## src/cipher_key_count_crc_regs.vh

```
`ifndef CIPHER_KEY_COUNT_CRC_REGS_VH
`define CIPHER_KEY_COUNT_CRC_REGS_VH

// ****************************************
// Register indices (byte address = 4 x index)
// ****************************************
`define IDX_CIPHER_CONTROL        8'h01
`define IDX_CIPHER_START_ADDRESS  8'h02
`define IDX_CIPHER_BLOCK_COUNT    8'h03
`define IDX_CIPHER_KEY_PORT       8'h04
`define IDX_CRC_RESULT_PORT       8'h05

// ****************************************
// Field positions and widths
// ****************************************
`define CTRL_START_BIT            0
`define CTRL_CRC_ENABLE_BIT       1
`define CTRL_ENCRYPT_BIT          2
`define CTRL_BUSY_BIT             3
`define BLOCK_COUNT_WIDTH         13
`define BLOCK_BYTES               8

// ****************************************
// Reset values
// ****************************************
`define RST_CIPHER_CONTROL        3'h0
`define RST_CIPHER_START_ADDRESS  16'h0000
`define RST_CIPHER_BLOCK_COUNT    13'h0000
`define RST_CIPHER_KEY            64'h0000000000000000
`define RST_CRC                   32'h00000000
`define CRC_POLY                  32'h04C11DB7

`endif

```

## src/cipher_key_count_crc_regs.v

```verilog
// The AHB-Lite slave port is this design's own decision.
`include "cipher_key_count_crc_regs.vh"

module cipher_key_count_crc_regs (
  input  wire        hclk,
  input  wire        hresetn,
  input  wire        ce,
  input  wire        hsel,
  input  wire [31:0] haddr,
  input  wire [1:0]  htrans,
  input  wire        hwrite,
  input  wire [2:0]  hsize,
  input  wire [2:0]  hburst,
  input  wire [3:0]  hprot,
  input  wire        hmastlock,
  input  wire        hready,
  input  wire [31:0] hwdata,
  output wire        hreadyout,
  output wire        hresp,
  output reg  [31:0] hrdata,
  input  wire        engine_busy,
  input  wire        crc_word_valid,
  input  wire [15:0] crc_word,
  output reg         cipher_start,
  output reg         cipher_crc_enable,
  output reg         cipher_encrypt,
  output reg  [15:0] cipher_start_address,
  output reg  [12:0] cipher_block_count,
  output reg  [63:0] cipher_key,
  output wire [31:0] crc_value
);

  // ****************************************
  // Functions
  // ****************************************
  function [31:0] crc_step;
    input [31:0] crc;
    input [15:0] data;
    integer i;
    reg [31:0] c;
    begin
      c = crc;
      for (i = 15; i >= 0; i = i - 1) begin
        if (c[31] ^ data[i]) begin
          c = {c[30:0], 1'b0} ^ `CRC_POLY;
        end else begin
          c = {c[30:0], 1'b0};
        end
      end
      crc_step = c;
    end
  endfunction

  function [15:0] key_word;
    input [63:0] key;
    input [1:0]  sel;
    begin
      case (sel)
        2'd0:    key_word = key[15:0];
        2'd1:    key_word = key[31:16];
        2'd2:    key_word = key[47:32];
        default: key_word = key[63:48];
      endcase
    end
  endfunction

  // ****************************************
  // Bus state
  // ****************************************
  reg  [31:0] crc_lfsr;
  reg         crc_read_high;
  reg  [1:0]  key_write_ptr;
  reg         wr_pending;
  reg  [7:0]  wr_index;
  reg  [31:0] next_hrdata;
  reg  [7:0]  next_rd_index;

  wire        addr_phase = hsel & hready & htrans[1];
  wire        rd_take    = addr_phase & ~hwrite & ce;
  wire        wr_take    = addr_phase & hwrite & ce;
  wire [7:0]  index      = haddr[9:2];
  wire        start_req  = ce & wr_pending & (wr_index == `IDX_CIPHER_CONTROL)
                           & hwdata[`CTRL_START_BIT];

  assign hreadyout = 1'b1;
  assign hresp     = 1'b0;
  assign crc_value = crc_lfsr;

  // ****************************************
  // Read data mux
  // ****************************************
  always @* begin
    next_rd_index = index;
    next_hrdata   = 32'h00000000;
    if (next_rd_index == `IDX_CIPHER_CONTROL) begin
      next_hrdata[`CTRL_CRC_ENABLE_BIT] = cipher_crc_enable;
      next_hrdata[`CTRL_ENCRYPT_BIT]    = cipher_encrypt;
      next_hrdata[`CTRL_BUSY_BIT]       = engine_busy;
    end else if (next_rd_index == `IDX_CIPHER_START_ADDRESS) begin
      next_hrdata[15:0] = cipher_start_address;
    end else if (next_rd_index == `IDX_CIPHER_BLOCK_COUNT) begin
      next_hrdata[12:0] = cipher_block_count;
    end else if (next_rd_index == `IDX_CIPHER_KEY_PORT) begin
      next_hrdata[15:0] = key_word(cipher_key, key_write_ptr);
    end else if (next_rd_index == `IDX_CRC_RESULT_PORT) begin
      next_hrdata[15:0] = crc_read_high ? crc_lfsr[31:16] : crc_lfsr[15:0];
    end
  end

  // ****************************************
  // Bus phases and read pointer
  // ****************************************
  always @(posedge hclk or negedge hresetn) begin
    if (!hresetn) begin
      wr_pending    <= 1'b0;
      wr_index      <= 8'h00;
      hrdata        <= 32'h00000000;
      crc_read_high <= 1'b0;
    end else if (ce) begin
      if (hready) begin
        wr_pending <= wr_take;
        wr_index   <= index;
      end
      if (rd_take) begin
        hrdata <= next_hrdata;
      end
      if (start_req) begin
        crc_read_high <= 1'b0;
      end else if (rd_take && index == `IDX_CRC_RESULT_PORT) begin
        crc_read_high <= ~crc_read_high;
      end
    end
  end

  // ****************************************
  // Control, address, count and key
  // ****************************************
  always @(posedge hclk or negedge hresetn) begin
    if (!hresetn) begin
      cipher_start         <= 1'b0;
      {cipher_encrypt, cipher_crc_enable} <= 2'b00;
      cipher_start_address <= `RST_CIPHER_START_ADDRESS;
      cipher_block_count   <= `RST_CIPHER_BLOCK_COUNT;
      cipher_key           <= `RST_CIPHER_KEY;
      key_write_ptr        <= 2'd0;
    end else if (ce) begin
      cipher_start <= start_req;
      if (wr_pending) begin
        if (wr_index == `IDX_CIPHER_CONTROL) begin
          cipher_crc_enable <= hwdata[`CTRL_CRC_ENABLE_BIT];
          cipher_encrypt    <= hwdata[`CTRL_ENCRYPT_BIT];
        end else if (wr_index == `IDX_CIPHER_START_ADDRESS) begin
          cipher_start_address <= hwdata[15:0];
        end else if (wr_index == `IDX_CIPHER_BLOCK_COUNT) begin
          cipher_block_count <= hwdata[`BLOCK_COUNT_WIDTH-1:0];
        end else if (wr_index == `IDX_CIPHER_KEY_PORT) begin
          case (key_write_ptr)
            2'd0:    cipher_key[15:0]  <= hwdata[15:0];
            2'd1:    cipher_key[31:16] <= hwdata[15:0];
            2'd2:    cipher_key[47:32] <= hwdata[15:0];
            default: cipher_key[63:48] <= hwdata[15:0];
          endcase
          key_write_ptr <= key_write_ptr + 2'd1;
        end
      end
    end
  end

  // ****************************************
  // CRC shift register
  // ****************************************
  always @(posedge hclk or negedge hresetn) begin
    if (!hresetn) begin
      crc_lfsr <= `RST_CRC;
    end else if (ce) begin
      if (start_req) begin
        crc_lfsr <= `RST_CRC;
      end else if (crc_word_valid) begin
        crc_lfsr <= crc_step(crc_lfsr, crc_word);
      end
    end
  end
  // Only start and CRC words move the CRC

endmodule // cipher_key_count_crc_regs

```

## config.mk

```make
export PLATFORM = sky130hd
export DESIGN_NAME = cipher_key_count_crc_regs
export DESIGN_NICKNAME = d
export VERILOG_FILES = /design/src/cipher_key_count_crc_regs.v
export VERILOG_INCLUDE_DIRS = /design/src
export SDC_FILE = /design/constraint.sdc
export NUM_CORES = 1
export LEC_CHECK = 0
export ABC_AREA = 1
export BUFFER_PORTS_ARGS = -buffer_cell sky130_fd_sc_hd__buf_2
export CAP_MARGIN = 20
export CELL_PAD_IN_SITES_DETAIL_PLACEMENT = 2
export CELL_PAD_IN_SITES_GLOBAL_PLACEMENT = 2
export CORE_UTILIZATION = 26
export CTS_CLUSTER_SIZE = 28
export DETAILED_ROUTE_END_ITERATION = 6
export PLACE_DENSITY = 0.83
export SETUP_SLACK_MARGIN = 0.3
export SYNTH_ARGS = -nofsm -noshare
export SYNTH_HDL_FRONTEND = slang
export SYNTH_SLANG_ARGS = --single-unit
```

## constraint.sdc

```tcl
create_clock -name hclk -period 1.9 [get_ports hclk]
set_clock_uncertainty 0.1 [all_clocks]
set_input_delay 0 -clock hclk [delete_from_list [all_inputs] [get_ports hclk]]
set_output_delay 0 -clock hclk [all_outputs]
set_load 0.01 [all_outputs]
```

==> summary.md <==
| Metric | Value |
|---|---|
| Outcome | finished, violations left |
| Violated checks | negative setup slack |
| Portion of total power attributed to combinational logic | 76.0% |
| Routed length per placed instance | 38.3 um |
| Total routing usage reported by global routing | 35.1% |
| Max_slew headroom | 47.2% |
| Area growth, synth to finish | 95.7% |
| Detailed-routing iteration count for the pre-antenna-repair pass | 5 |
| Reported leakage power | 9.11 nW |
| Switch share | 56.6% |
| Min Tclk post-route | 2680 ps |
| Maximum clock frequency | 0.373 GHz |
| Post-detailed-route count of antenna-violating nets | 0 |
| Path class of the lowest-slack min-delay path | in -> reg |
| Initial DRC count | 1013 |
| Utilization after layout | 52.1% |
| Flip-flop cell with the highest count after synthesis | sky130_fd_sc_hd__dfrtp_1 |
| Number of DRC violations after detailed routing | 0 |
| Maximum number of pins on one net before global-route repair | 52 |
| H-tree depth | 4 |
| Max-cap violations | 0 |
| Insertion delay to the later sink of the worst-skew pair | 520 ps |
| Gp weighted congestion | 0.928 |
| Initial antenna violation count | 8 |
| Synthesized area | 0.00955 sq mm |
| Data arrival time of the critical path | 2930 ps |
| Asr flop ratio synth | 100% |
| Core area | 0.0358 sq mm |
| Post-route non-filler standard cell count | 2282 |
| Vertical die dimension | 194 um |
| Most frequent cells in the layout | sky130_fd_sc_hd__nand2_1, sky130_fd_sc_hd__buf_2, sky130_fd_sc_hd__buf_4 |
| Final TNS setup | -56560 ps |
| Count of state elements after synthesis | 156 |
| Slew @ Worst Pin | 785 ps |
| First-pass GRT wire length | 96300 um |
| Part of the total power dissipated in the clock network | 11.0% |
| Vias per Instance | 6.02 |
| Die width | 194 um |
| Power spent charging and discharging nets | 0.0211 W |
| HPWL after detailed placement | 35900 um |
| Count of boundary I/O pins | 263 |
| Rows | 69 |
| Number of global-route vias before repair | 14000 |
| Die area | 0.0375 sq mm |
| Buffer levels on the longest clock path | 2 |
| Buffer type at the clock tree root | sky130_fd_sc_hd__clkbuf_16 |
| Yosys warning count | 0 |
| Type of element capturing the critical path | flip-flop |
| Count of nets after finishing | 1910 |
| Most common cell after layout, fill and taps aside | sky130_fd_sc_hd__nand2_1 |
| Pwr/cell area | 2000 mW/mm^2 |
| Worst ir drop on vdd | 0.974 mV |
| Number of buffers added by the clock tree synthesis step | 17 |
| Quantity of I/O buffers inserted on ports | 192 |
| Worst hold slack | 73.5 ps |
| Post-synthesis cell type with the largest combined area | sky130_fd_sc_hd__dfrtp_1 |
| Vias post-DR | 13700 |
| Mapped Cells | 1311 |
| Ranking of synthesized cells by area | sky130_fd_sc_hd__dfrtp_1, sky130_fd_sc_hd__nand2_1, sky130_fd_sc_hd__o21ai_0 |
| Final worst setup slack | -779 ps |
| Fraction of the cycle the final worst path needs | 141% |
| TritonCTS clock tree | built |
| Wire length after detailed routing | 87500 um |
| Final Hold Fails | 0 |
| Worst-path clk slew | 100 ps |
| Number of clock sinks seen by CTS | 156 |
| Data required time at the worst endpoint | 2150 ps |
| Post-synth EDFFs | 0 |
| RSZ-0062 raised after global routing | true |
| Synthesized area per cell | 7.28 sq um |
| Starting utilization of the core area | 26.6% |
| Fraction of final layout cells sized beyond drive strength 1 | 63.1% |
| Setup-failing EPs final | 130 |
| Critical path start-end classification | reg -> reg |
| Reg-to-reg slack, setup | -780 ps |
| Crit start category | flip-flop |
| Design internal power | 0.0162 W |
| Synth unique cells | 40 |
| GRT Residual Overflow | 0 |
| Max-slew violation total from the final report | 0 |
| Biggest fanout along the worst timing path | 8 |
| Share of the synthesized area in the top cell type | 40.9% |
| Proportion of power drawn by flip-flops and latches | 13.0% |
| Placed Instances | 2065 |
| Sequential cell area fraction in the yosys report | 40.9% |
metrics by stage:
step	worst slack, ps	cell area (sq um)	power (W)
final	-779	18700	0.0373
after global routing	-726	18700	0.0377
after CTS	-209	15600	0.0268
after detailed placement	-392	12300	0.0192
after global placement	-273	12300	0.0185
after floorplan	43.9	9960	0.0127
sequential cells by signal, indices dropped and copies added (netlist names):
register              cells
crc_value                32
cipher_block_count       13
hrdata                   16
crc_read_high             1
cipher_key               64
key_write_ptr             2
wr_pending                1
cipher_start              1
wr_index                  8
cipher_crc_enable         1
cipher_encrypt            1
cipher_start_address     16
path summary, 6_finish.rpt:
| check | end | cells past startpoint | start |
|---|---|---|---|
| worst min-delay path | hrdata[3]$_DFFE_PN0P_ | 6 | haddr[5] |
| max in group asynchronous | wr_index[0]$_DFFE_PN0P_ | 4 | hresetn |
| worst max register to register | hrdata[0]$_DFFE_PN0P_ | 10 | key_write_ptr[0]$_DFFE_PN0P_ |
| worst max-delay path | hrdata[0]$_DFFE_PN0P_ | 10 | key_write_ptr[0]$_DFFE_PN0P_ |
| worst min register to register | hrdata[8]$_DFFE_PN0P_ | 2 | hrdata[8]$_DFFE_PN0P_ |
| min in group asynchronous | cipher_key[6]$_DFFE_PN0P_ | 3 | hresetn |
critical path, cell delays in order (launching register included):
cell and delay [ps]:
sky130_fd_sc_hd__dfrtp_2 440, sky130_fd_sc_hd__buf_4 160, sky130_fd_sc_hd__inv_6 150, sky130_fd_sc_hd__ha_4 360, sky130_fd_sc_hd__buf_16 210, sky130_fd_sc_hd__nand2_4 50, sky130_fd_sc_hd__a41oi_2 210, sky130_fd_sc_hd__o21ai_1 90
sky130_fd_sc_hd__nand2_1 120, sky130_fd_sc_hd__o21ai_2 90, sky130_fd_sc_hd__o21ai_2 500
routing by layer:
| metal | share of wire (%) | wire (um) | GRT usage [%] |
|---|---|---|---|
| met1 | 33 | 28600 | 37.3 |
| met2 | 48 | 41700 | 62.3 |
| met3 | 7.7 | 6750 | 7.41 |
| met4 | 12 | 10400 | 23.9 |
| met5 | 0.032 | 28 | 0 |
logic make-up after synthesis:
| kind of cell | after synthesis | share of synthesized area (%) |
|---|---|---|
| AO/OA/AOI/OAI | 232 | 12.8 |
| XOR/XNOR | 48 | 4.40 |
| adder cells (fa/ha/maj) | 4 | 0.524 |
| buffers and inverters | 174 | 7.90 |
| flip-flops | 156 | 40.9 |
| other | 2 | 0.0787 |
| AND/OR/NAND/NOR | 695 | 33.3 |
cell type report:
cell class              count  area, sq um
fillers                  3611        17100
multi-input cells         997         8510
repair buffers            518         4520
flip-flops and latches    156         3920
well taps                 461          577
inverters                 114          536
clock buffers              17          425
clock inverters            15          178
repair inverters            1         11.3
diodes                      3         7.51
cells in the mapped netlist, drive strengths merged (2+ instances only):
cell type / n
nand2: 543
o21ai: 178
dfrtp: 156
inv: 113
nand3: 94
nor2: 40
xor2: 40
buf: 35
a21oi: 28
clkbuf: 25
a41oi: 11
o22ai: 8
xnor2: 8
nor4: 7
nand4: 6
a31oi: 4
ha: 4
nor3: 3
conb: 2
power groups by stage:
stage / combinational [W] / sequential [W] / clock (W)
global placement: 0.0140 / 0.00449 / 0
global route: 0.0288 / 0.00481 / 0.00413
floorplan: 0.00819 / 0.00449 / 0
CTS: 0.0185 / 0.00453 / 0.00378
detailed placement: 0.0147 / 0.00453 / 0
finish: 0.0283 / 0.00484 / 0.00410
what timing repair did:
action                                 4_1_cts  5_1_grt
endpoints found under the hold margin      265        0
setup endpoints to repair                  138      148
hold buffers                                38        0
cloned                                      13       10
gates resized for setup                    370      553
pin swaps                                  105      137
setup buffers                               56       65
(Power assumes the default switching activity.)
